**config.mk**
```make
export PLATFORM = sky130hd
export DESIGN_NAME = register_space_address_decoder
export DESIGN_NICKNAME = d
export VERILOG_FILES = /design/src/core/register_space_address_decoder.v
export VERILOG_INCLUDE_DIRS = /design/src /design/src/core
export SDC_FILE = /design/constraint.sdc
export NUM_CORES = 1
export LEC_CHECK = 0
export ABC_AREA = 0
export BUFFER_PORTS_ARGS = -buffer_cell sky130_fd_sc_hd__buf_2
export CAP_MARGIN = 5
export CELL_PAD_IN_SITES_DETAIL_PLACEMENT = 1
export CELL_PAD_IN_SITES_GLOBAL_PLACEMENT = 1
export CORE_MARGIN = 2
export CORE_UTILIZATION = 22
export CTS_CLUSTER_DIAMETER = 80
export DETAILED_ROUTE_END_ITERATION = 7
export PLACE_DENSITY = 0.92
export RECOVER_POWER = 50
export REMOVE_ABC_BUFFERS = 1
export SLEW_MARGIN = 10
export SYNTH_ARGS = -nofsm -noshare
export SYNTH_HDL_FRONTEND = slang
export SYNTH_SLANG_ARGS = --single-unit
```
**constraint.sdc**
```tcl
create_clock -name clk_in -period 2.6 [get_ports clk_in]
set_input_delay 0.13 -clock clk_in [delete_from_list [all_inputs] [get_ports clk_in]]
set_output_delay 0.13 -clock clk_in [all_outputs]
set_load 0.01 [all_outputs]
```
**src/core/register_space_decoder_map.vh**
```
// Address map constants for the register space decoder.
// Assumes a 16-bit local address bus and 8-bit data, one clock domain.
//
// Notes on behaviour
// - Port integration select for 0x0000-0x0009, 0x000C-0x000D, 0x001C-0x001F, 0x0240-0x027F.
// - Memory map control select for 0x000A-0x000B and 0x0010-0x0017.
// - Clock and power unit select for 0x0034-0x003F and 0x02F0-0x02FF.
// - Timer gets 0x0040-0x006F, converter gets 0x0070-0x009F.
// - Pulse-width modulator gets 0x00A0-0x00C7.
// - First async serial 0x00C8-0x00CF, second 0x00D0-0x00D7.
// - Synchronous serial interface gets 0x00D8-0x00DF.
// - High-side 0x0140, low-side 0x0150, LIN transceiver 0x0160, eight bytes each.
// - Supply sense select for 0x0170-0x0177.
// - Writes to reserved space are dropped and change nothing.
// - Reads from reserved space return zero.
// - Local 0x8000-0xBFFF maps into 256K global space via the flash page.
// - Flash page 0xC exists only in the larger-flash variant.
// - Two read-only part ID bytes at 0x001A and 0x001B; writes ignored.
`ifndef REGISTER_SPACE_DECODER_MAP_VH
`define REGISTER_SPACE_DECODER_MAP_VH
`define REG_SPACE_TOP 16'h03FF
`define PORT_A_LO 16'h0000
`define PORT_A_HI 16'h0009
`define MMC_A_LO 16'h000A
`define MMC_A_HI 16'h000B
`define PORT_B_LO 16'h000C
`define PORT_B_HI 16'h000D
`define MMC_B_LO 16'h0010
`define MMC_B_HI 16'h0017
`define PART_ID_HIGH_ADDR 16'h001A
`define PART_ID_LOW_ADDR 16'h001B
`define PORT_C_LO 16'h001C
`define PORT_C_HI 16'h001F
`define DEBUG_LO 16'h0020
`define DEBUG_HI 16'h002F
`define CPU_A_LO 16'h0034
`define CPU_A_HI 16'h003F
`define TIMER_LO 16'h0040
`define TIMER_HI 16'h006F
`define ADC_LO 16'h0070
`define ADC_HI 16'h009F
`define PWM_LO 16'h00A0
`define PWM_HI 16'h00C7
`define SER0_LO 16'h00C8
`define SER0_HI 16'h00CF
`define SER1_LO 16'h00D0
`define SER1_HI 16'h00D7
`define SPI_LO 16'h00D8
`define SPI_HI 16'h00DF
`define FLASH_CTL_LO 16'h0100
`define FLASH_CTL_HI 16'h0113
`define INTR_ADDR 16'h0120
`define HSD_LO 16'h0140
`define HSD_HI 16'h0147
`define LSD_LO 16'h0150
`define LSD_HI 16'h0157
`define LIN_LO 16'h0160
`define LIN_HI 16'h0167
`define SUPPLY_LO 16'h0170
`define SUPPLY_HI 16'h0177
`define PORT_D_LO 16'h0240
`define PORT_D_HI 16'h027F
`define CPU_B_LO 16'h02F0
`define CPU_B_HI 16'h02FF
`define WINDOW_LO 16'h8000
`define WINDOW_HI 16'hBFFF
`define UNPOP_PAGE 8'h0C
`define SEL_COUNT 19
`define SEL_PORT 0
`define SEL_MMC 1
`define SEL_PART_ID 2
`define SEL_DEBUG 3
`define SEL_CPU 4
`define SEL_TIMER 5
`define SEL_ADC 6
`define SEL_PWM 7
`define SEL_SER0 8
`define SEL_SER1 9
`define SEL_SPI 10
`define SEL_FLASH_CTL 11
`define SEL_INTR 12
`define SEL_HSD 13
`define SEL_LSD 14
`define SEL_LIN 15
`define SEL_SUPPLY 16
`define SEL_FLASH_WIN 17
`define SEL_RESERVED 18
`endif

```
**src/core/register_space_address_decoder.v**
```verilog
// Register space and paged flash window decoder with part ID registers.
// Assumes the requesting master holds address and strobes stable for one
// bus cycle, and that each peripheral returns its read data combinationally.
`include "register_space_decoder_map.vh"

module register_space_address_decoder #(
    parameter LARGE_FLASH = 1,
    // Arbitrary neutral identification value
    parameter [15:0] PART_ID = 16'h0A5C
) (
    // Clock and reset
    input wire clk_in,
    input wire rst_in,
    // Access from core or background debug master
    input wire [15:0] addr_in,
    input wire read_in,
    input wire write_in,
    input wire [7:0] wdata_in,
    input wire [7:0] flash_page_select_in,
    output wire [7:0] rdata_out,
    // Module selects
    output wire [`SEL_COUNT-1:0] select_out,
    output wire periph_write_out,
    output wire periph_read_out,
    output wire [7:0] periph_wdata_out,
    input wire [8*`SEL_COUNT-1:0] periph_rdata_in,
    // Paged flash access
    output wire [17:0] global_addr_out,
    output wire page_missing_out,
    output reg [7:0] last_read_out
);

////////////////////////////////////////////////////////////////////////////////

function in_range;
    input [15:0] a;
    input [15:0] lo;
    input [15:0] hi;
    begin
        in_range = (a >= lo) && (a <= hi);
    end
endfunction

////////////////////////////////////////////////////////////////////////////////

// Raw range hits, one per range of the map
// Port integration and memory map control
wire hit_port_a;
assign hit_port_a =
    in_range(addr_in, `PORT_A_LO, `PORT_A_HI);
wire hit_port_b;
assign hit_port_b =
    in_range(addr_in, `PORT_B_LO, `PORT_B_HI);
wire hit_port_c;
assign hit_port_c =
    in_range(addr_in, `PORT_C_LO, `PORT_C_HI);
wire hit_port_d;
assign hit_port_d =
    in_range(addr_in, `PORT_D_LO, `PORT_D_HI);
wire hit_mmc_a;
assign hit_mmc_a =
    in_range(addr_in, `MMC_A_LO, `MMC_A_HI);
wire hit_mmc_b;
assign hit_mmc_b =
    in_range(addr_in, `MMC_B_LO, `MMC_B_HI);

// Part identification and debug
wire hit_part_id;
assign hit_part_id =
    (addr_in == `PART_ID_HIGH_ADDR) || (addr_in == `PART_ID_LOW_ADDR);
wire hit_debug;
assign hit_debug =
    in_range(addr_in, `DEBUG_LO, `DEBUG_HI);

// Clock and power unit
wire hit_cpu_a;
assign hit_cpu_a =
    in_range(addr_in, `CPU_A_LO, `CPU_A_HI);
wire hit_cpu_b;
assign hit_cpu_b =
    in_range(addr_in, `CPU_B_LO, `CPU_B_HI);

// Timer, converter and modulator
wire hit_timer;
assign hit_timer =
    in_range(addr_in, `TIMER_LO, `TIMER_HI);
wire hit_adc;
assign hit_adc =
    in_range(addr_in, `ADC_LO, `ADC_HI);
wire hit_pwm;
assign hit_pwm =
    in_range(addr_in, `PWM_LO, `PWM_HI);

// Serial interfaces
wire hit_ser0;
assign hit_ser0 =
    in_range(addr_in, `SER0_LO, `SER0_HI);
wire hit_ser1;
assign hit_ser1 =
    in_range(addr_in, `SER1_LO, `SER1_HI);
wire hit_spi;
assign hit_spi =
    in_range(addr_in, `SPI_LO, `SPI_HI);

// Flash control and interrupt
wire hit_flash_ctl;
assign hit_flash_ctl =
    in_range(addr_in, `FLASH_CTL_LO, `FLASH_CTL_HI);
wire hit_intr;
assign hit_intr =
    (addr_in == `INTR_ADDR);

// Drivers, transceiver and supply sense
wire hit_hsd;
assign hit_hsd =
    in_range(addr_in, `HSD_LO, `HSD_HI);
wire hit_lsd;
assign hit_lsd =
    in_range(addr_in, `LSD_LO, `LSD_HI);
wire hit_lin;
assign hit_lin =
    in_range(addr_in, `LIN_LO, `LIN_HI);
wire hit_supply;
assign hit_supply =
    in_range(addr_in, `SUPPLY_LO, `SUPPLY_HI);

// Flash window and whole register space
wire hit_window;
assign hit_window =
    in_range(addr_in, `WINDOW_LO, `WINDOW_HI);
wire hit_reg_space;
assign hit_reg_space =
    (addr_in <= `REG_SPACE_TOP);

////////////////////////////////////////////////////////////////////////////////

wire [`SEL_COUNT-1:0] hit;
wire [`SEL_COUNT-1:0] sel;
wire [`SEL_COUNT:0] taken;
wire access = read_in | write_in;

assign hit[`SEL_PORT] = hit_port_a | hit_port_b | hit_port_c | hit_port_d;
assign hit[`SEL_MMC] = hit_mmc_a | hit_mmc_b;
assign hit[`SEL_PART_ID] = hit_part_id;
assign hit[`SEL_DEBUG] = hit_debug;
assign hit[`SEL_CPU] = hit_cpu_a | hit_cpu_b;
assign hit[`SEL_TIMER] = hit_timer;
assign hit[`SEL_ADC] = hit_adc;
assign hit[`SEL_PWM] = hit_pwm;
assign hit[`SEL_SER0] = hit_ser0;
assign hit[`SEL_SER1] = hit_ser1;
assign hit[`SEL_SPI] = hit_spi;
assign hit[`SEL_FLASH_CTL] = hit_flash_ctl;
assign hit[`SEL_INTR] = hit_intr;
assign hit[`SEL_HSD] = hit_hsd;
assign hit[`SEL_LSD] = hit_lsd;
assign hit[`SEL_LIN] = hit_lin;
assign hit[`SEL_SUPPLY] = hit_supply;
assign hit[`SEL_FLASH_WIN] = hit_window;
// Reserved is the catch-all of the register space, so it must stay last
assign hit[`SEL_RESERVED] = hit_reg_space;

// First hit in index order wins, keeping selects one-hot if ranges ever overlap
assign taken[0] = 1'b0;
genvar k;
generate
    for (k = 0; k < `SEL_COUNT; k = k + 1) begin : g_prio
        assign sel[k] = hit[k] & ~taken[k];
        assign taken[k + 1] = taken[k] | hit[k];
    end
endgenerate

assign select_out = access ? sel : {`SEL_COUNT{1'b0}};

////////////////////////////////////////////////////////////////////////////////

// Page 0xC is absent in the smaller part; accesses there are flagged, writes are blocked and reads return zero
wire page_absent = (LARGE_FLASH == 0) && (flash_page_select_in == `UNPOP_PAGE);
assign page_missing_out = access && sel[`SEL_FLASH_WIN] && page_absent;
assign global_addr_out = {flash_page_select_in[3:0], addr_in[13:0]};

// Reserved and part ID addresses never pass a write strobe to any module
wire no_write = sel[`SEL_RESERVED] | sel[`SEL_PART_ID] | (sel[`SEL_FLASH_WIN] & page_absent);
assign periph_write_out = write_in & ~no_write;
assign periph_read_out = read_in & ~sel[`SEL_RESERVED];
assign periph_wdata_out = wdata_in;

////////////////////////////////////////////////////////////////////////////////

// Read data is an OR over selected modules; id and reserved never take a module byte
wire [7:0] or_chain [0:`SEL_COUNT];
assign or_chain[0] = 8'h00;
generate
    for (k = 0; k < `SEL_COUNT; k = k + 1) begin : g_rmux
        wire pass = sel[k] && (k != `SEL_PART_ID) && (k != `SEL_RESERVED);
        assign or_chain[k + 1] = or_chain[k] | (pass ? periph_rdata_in[8*k +: 8] : 8'h00);
    end
endgenerate

reg [7:0] id_byte;

always @* begin
    id_byte = 8'h00;
    case (addr_in)
        `PART_ID_HIGH_ADDR: begin
            id_byte = PART_ID[15:8];
        end
        `PART_ID_LOW_ADDR: begin
            id_byte = PART_ID[7:0];
        end
        default: begin
            id_byte = 8'h00;
        end
    endcase
end

reg [7:0] mux_data;

always @* begin
    mux_data = or_chain[`SEL_COUNT];
    if (sel[`SEL_PART_ID])
        mux_data = id_byte;
    if (sel[`SEL_FLASH_WIN] && page_absent)
        mux_data = 8'h00;
end

assign rdata_out = read_in ? mux_data : 8'h00;

// Captured read data for observation by the debug side
always @(posedge clk_in or posedge rst_in) begin
    if (rst_in)
        last_read_out <= 8'h00;
    else if (read_in)
        last_read_out <= mux_data;
end

endmodule

```
# Yosys cells after proc, flatten, opt, wreduce, memory -nomap -nowiden

Index checks and enable logic that the tools add are counted.
Widths: inputs -> output; s select.

Register bits after elaboration: 8
Bits of input ports: 188
Output and inout port bits: 64

Magnitude comparators: 43
Eq/ne operators: 3
Muxes and demuxes: 21
Bitwise logic cells: 80
Reductions and logical operators: 22

Operator list:

| operator             | number |
|---|---|
| $mux 8               | 19 |
| $or 8x8->8           | 16 |
| $ge 16x9->1 const B  | 5 |
| $le 16x8->1 const B  | 5 |
| $le 16x9->1 const B  | 5 |
| $ge 16x8->1 const B  | 4 |
| $le 16x10->1 const B | 3 |
| $le 16x4->1 const B  | 3 |
| $eq 16x5->1 const B  | 2 |
| $ge 16x10->1 const B | 2 |
| $ge 16x4->1 const B  | 2 |
| $ge 16x5->1 const B  | 2 |
| $ge 16x6->1 const B  | 2 |
| $ge 16x7->1 const B  | 2 |
| $le 16x5->1 const B  | 2 |
| $le 16x6->1 const B  | 2 |
| $or 1x1->1           | 24 |
| $logic_and 1x1->1    | 21 |
| $and 1x1->1          | 20 |
| $not 1->1            | 20 |
| $mux 19              | 1 |
| $eq 16x9->1 const B  | 1 |
| $ge 16x1->1 const B  | 1 |
| $ge 16x16->1 const B | 1 |
| 4 further kinds      | 4 |

# Logic depth before layout (Yosys ltp)

Depth in word-level cells: 27
Mapped depth: 10

# Least setup slack after synthesis

OpenSTA, ideal clock, no wires.

Kind: in2out
Start: in addr_in[10]
End: out rdata_out[5]
Arrival: 2.070 ns
Slack: 0.400 ns
Cell stages on the path: 7
Path buffers: 0
Cells stage by stage: or4_4 > or4_4 > a211oi_2 > o21a_2 > a222oi_1 > and2_1 > nor2_1

Longest elaborated chain between the ends: 27
Elaborated cells between the ends (all ways): 157

RTL lines:

| what                                                    | line                                                                       | RTL |
|---|---|---|
| from (decl)                                             | register_space_address_decoder.v:15                                        | `input wire [15:0] addr_in,` |
| $ge 16x1->1, or another cell as far along               | register_space_address_decoder.v:40                                        | `in_range = (a >= lo) && (a <= hi);` |
| $logic_and 1x1->1                                       | register_space_address_decoder.v:40                                        |  |
| $or 1x1->1 (3 in series)                                | register_space_address_decoder.v:142                                       | `` assign hit[`SEL_PORT] = hit_port_a \| hit_port_b \| hit_port_c \| hit_port_d; `` |
| $or 1x1->1 (2 in series)                                | register_space_address_decoder.v:169                                       | `assign taken[k + 1] = taken[k] \| hit[k];` |
| $not 1->1 or $or 1x1->1 (tied branches)                 | register_space_address_decoder.v:168, register_space_address_decoder.v:169 |  |
| $and 1x1->1, or another cell as far along               | register_space_address_decoder.v:168                                       | `assign sel[k] = hit[k] & ~taken[k];` |
| $mux 8, or another cell as far along                    | register_space_address_decoder.v:196                                       | `assign or_chain[k + 1] = or_chain[k] \| (pass ? periph_rdata_in[8*k +: 8] : 8'h00);` |
| $or 8x8->8, or another cell as far along (13 in series) | register_space_address_decoder.v:196                                       |  |
| $or 8x8->8 or $mux 8 (tied branches)                    | register_space_address_decoder.v:196                                       |  |
| $or 8x8->8                                              | register_space_address_decoder.v:196                                       |  |
| $mux 8 *                                                | register_space_address_decoder.v:221                                       | `` if (sel[`SEL_PART_ID]) `` |
| $mux 8 *                                                | register_space_address_decoder.v:227                                       | `assign rdata_out = read_in ? mux_data : 8'h00;` |
| to (decl)                                               | register_space_address_decoder.v:20                                        | `output wire [7:0] rdata_out,` |

Every way passes the cells marked *; elsewhere a longest branch is shown, timed or not.

# Worst setup path in the final report

Start: in addr_in[10]
End: out rdata_out[6]

The elaborated chain is that of the path after synthesis.

==> metrics.yaml <==
top_regs: "last_read_out (8)"
ys.flop_type: "dfrtp_1"
arrival_ns: 2.46
synth-edff-count: 0
largest_reg_flops: 8
pwr-share-comb_pct: 56.8
ioPinCount: 252
wl_um: 16200
final_nets: 735
synth_top_area_cell: "buf_4"
vias_per_cell: 5.62
final_common_cell: "buf_2"
worst-r2r-cell-count: 3
switchingPower_uw: 264
cp.required_ns: 2.47
num_rows: 37
slew_viol_final: 0
cp_max_fo: 4
yosys_warnings: 0
crit_family: "simple AND/OR/NAND/NOR gates"
hold_path.class: "primary input to flop"
avgSynthCellArea_sq_um: 7.15
intPower_uw: 407
wire_per_inst_um: 23.7
critPathLaunchType: "primary input"
critPathBufInv: 3
worst_pin_slew_ns: 0.523
rr_endpoint: "last_read_out[6]$_DFFE_PP0P_"
max_freq_mhz: 387
drtIter0Drc: 382
synth_cell_types: 73
antenna-diode-count: 0
track_usage_pct: 25.6
die-area_sq_um: 11700
postPlaceCellArea_sq_um: 3670
drive_gt1_share_pct: 51.4
die_w_um: 108
min_to: "last_read_out[3]$_DFFE_PP0P_"
final-hold-violation-count: 0
whs_ns: 0.166
cts_max_level: 1
p_per_area_nw_per_um2: 177
clkSinkCount: 8
top_register: "last_read_out"
rsz0062_at_grt: "true"
drc: 0
p_leak_uw: 0.00181
period_needed_ns: 2.59
path_cells: "buf_2, or4_4, or4_4, a211oi_4, o21a_1, buf_4, nand2_1, a31oi_1, buf_2"
pwr-share-clk_pct: 22.7
final_cell_area_sq_um: 3790
clock_latency_ns: 0.23
synthTopCellsByArea: "buf_4 8.5%, dfrtp_1 8.4%, a22oi_1 5.4%"
die_y_um: 108
vias: 3828
synth_top_area_share_pct: 8.51
finalSetupTns_ns: 0
clk_path_buf_depth: 2
antenna_found_initial: 0
cts_inserted_buffers: 3
holdPathStages: 2
hp-start: "read_in"
gp_congestion: 0.971
slew_headroom_pct: 65.1
ys_ff_latch: 8
reg2reg_from: "last_read_out[6]$_DFFE_PP0P_"
floorplan.initialDensity_pct: 22.9
final_cell_mix: "196 x buf_2, 45 x buf_4, 30 x nand2_1"
setup_viol: 0
cts_tree: "yes"
synthesis.instances: 333
sw_frac_of_total_pct: 39.3
reg2reg_slack_ns: 1.72
slowest_delay_ns: 0.55
port_buffers: 206
cpMaxStageDelayCell: "or4_4"
grt_overflow_total: 0
layout_worst_path_cycle_share_pct: 99.4
synthArstFlopShare_pct: 100
hpwlAfterDp_um: 13100
syn_area_sq_um: 2380
maxCapViolations: 0
grt_pass1_wl_um: 22500
power_uw: 671
grt_max_degree: 19
critPathKind: "primary input to output port"
endpoint_kind: "output port"
ir_worst_vdd_mv: 0.165
drt_pass1_iterations: 8
core_area_sq_um: 10400
clockRootBuffer: "clkbuf_8"
status: "finished clean"
area_growth_pct: 59.2
grt_pass1_vias: 3930
yosysSeqAreaShare_pct: 8.41
ant_nets: 0
clk_pin_slew_ns: 0.04
clock_skew_ns: 0
seqPwrFrac_pct: 20.5
==> synthesized netlist by cell type (3+ instances only) <==
cell type / instances
and3_1: 9
a211oi_1: 3
or2_2: 4
inv_1: 6
a32oi_1: 6
and2_1: 5
nor3_1: 14
a221oi_1: 5
nor2_1: 21
nor2b_1: 15
buf_2: 5
a32o_1: 3
mux2_2: 3
mux2i_1: 4
nand3_1: 12
dfrtp_1: 8
nor3b_1: 6
nor4_1: 8
a222oi_1: 5
a22o_1: 6
a21oi_1: 10
a2111oi_0: 3
a22oi_1: 17
buf_4: 27
nand2_1: 30
clkbuf_1: 15
or3_1: 5
o2bb2ai_1: 4
nand2b_1: 5
a21o_1: 5
a221o_1: 4
o21ai_0: 5
nand4_1: 3
==> how the worst max path moves through the flow <==
stage / startpoint / end / cells past startpoint
2_1_floorplan: addr_in[10] / rdata_out[5] / 7
3_3_place_gp: addr_in[6] / rdata_out[7] / 10
3_5_place_dp: addr_in[10] / rdata_out[3] / 9
4_1_cts: addr_in[10] / rdata_out[3] / 9
5_1_grt: addr_in[10] / rdata_out[0] / 11
6_report: addr_in[10] / rdata_out[6] / 9
==> stage by stage <==
stage,std cells,setup WS (ns),util [%]
floorplan,285,0.295,-
CTS,678,0.00526,35.7
global placement,674,0.0667,35.3
global route,681,-0.0216,36.4
finish,681,0.0150,36.4
detailed placement,674,0.0109,35.3
==> layout make-up <==
type / instances / area, sq um
fill: 1360 / 6630
multi-input combinational: 272 / 1940
timing repair buffer: 256 / 1420
sequential: 8 / 200
tap: 136 / 170
clock buffer: 3 / 41.3
inverter: 6 / 22.5
==> power groups by stage <==
| stage | clock network [uW] | logic (uW) | registers, uW |
|---|---|---|---|
| after floorplan | 0 | 106 | 142 |
| final | 153 | 381 | 138 |
| after global routing | 164 | 407 | 138 |
| after detailed placement | 0 | 373 | 139 |
| after global placement | 0 | 366 | 139 |
| after CTS | 152 | 376 | 137 |
==> worst reg2reg max path, cell delays in order, from the launching register on <==
cell,delay (ns)
dfrtp_1,0.34
nand2_1,0.08
and2_0,0.17
a32oi_1,0.20
==> layer usage <==
| metal | wire [um] | track usage (%) | up-vias |
|---|---|---|---|
| met5 | 0 | 0 | - |
| met4 | 396 | 6.50 | 0 |
| met3 | 1490 | 5.97 | 43 |
| met2 | 8060 | 46.6 | 264 |
| met1 | 6220 | 30.1 | 1810 |
| li1 | - | - | 1711 |
==> cell families (layout without fill, tap and decap cells) <==
family,count (synthesis),after routing,synth area share [%]
DFF,8,8,8.41
other,1,1,0.157
buffers and inverters,54,265,13.0
AOI/OAI and AO/OA,102,103,35.3
muxes,7,7,3.10
and+or+nand+nor,161,161,40.0
==> what timing repair did <==
item,4_1_cts,5_1_grt
buffers inserted,0,2
setup endpoints to repair,0,6
endpoints found under the hold margin,8,0
gates resized for setup,0,15
hold buffers,1,0
Note: power is estimated with default switching activity, not from simulation.
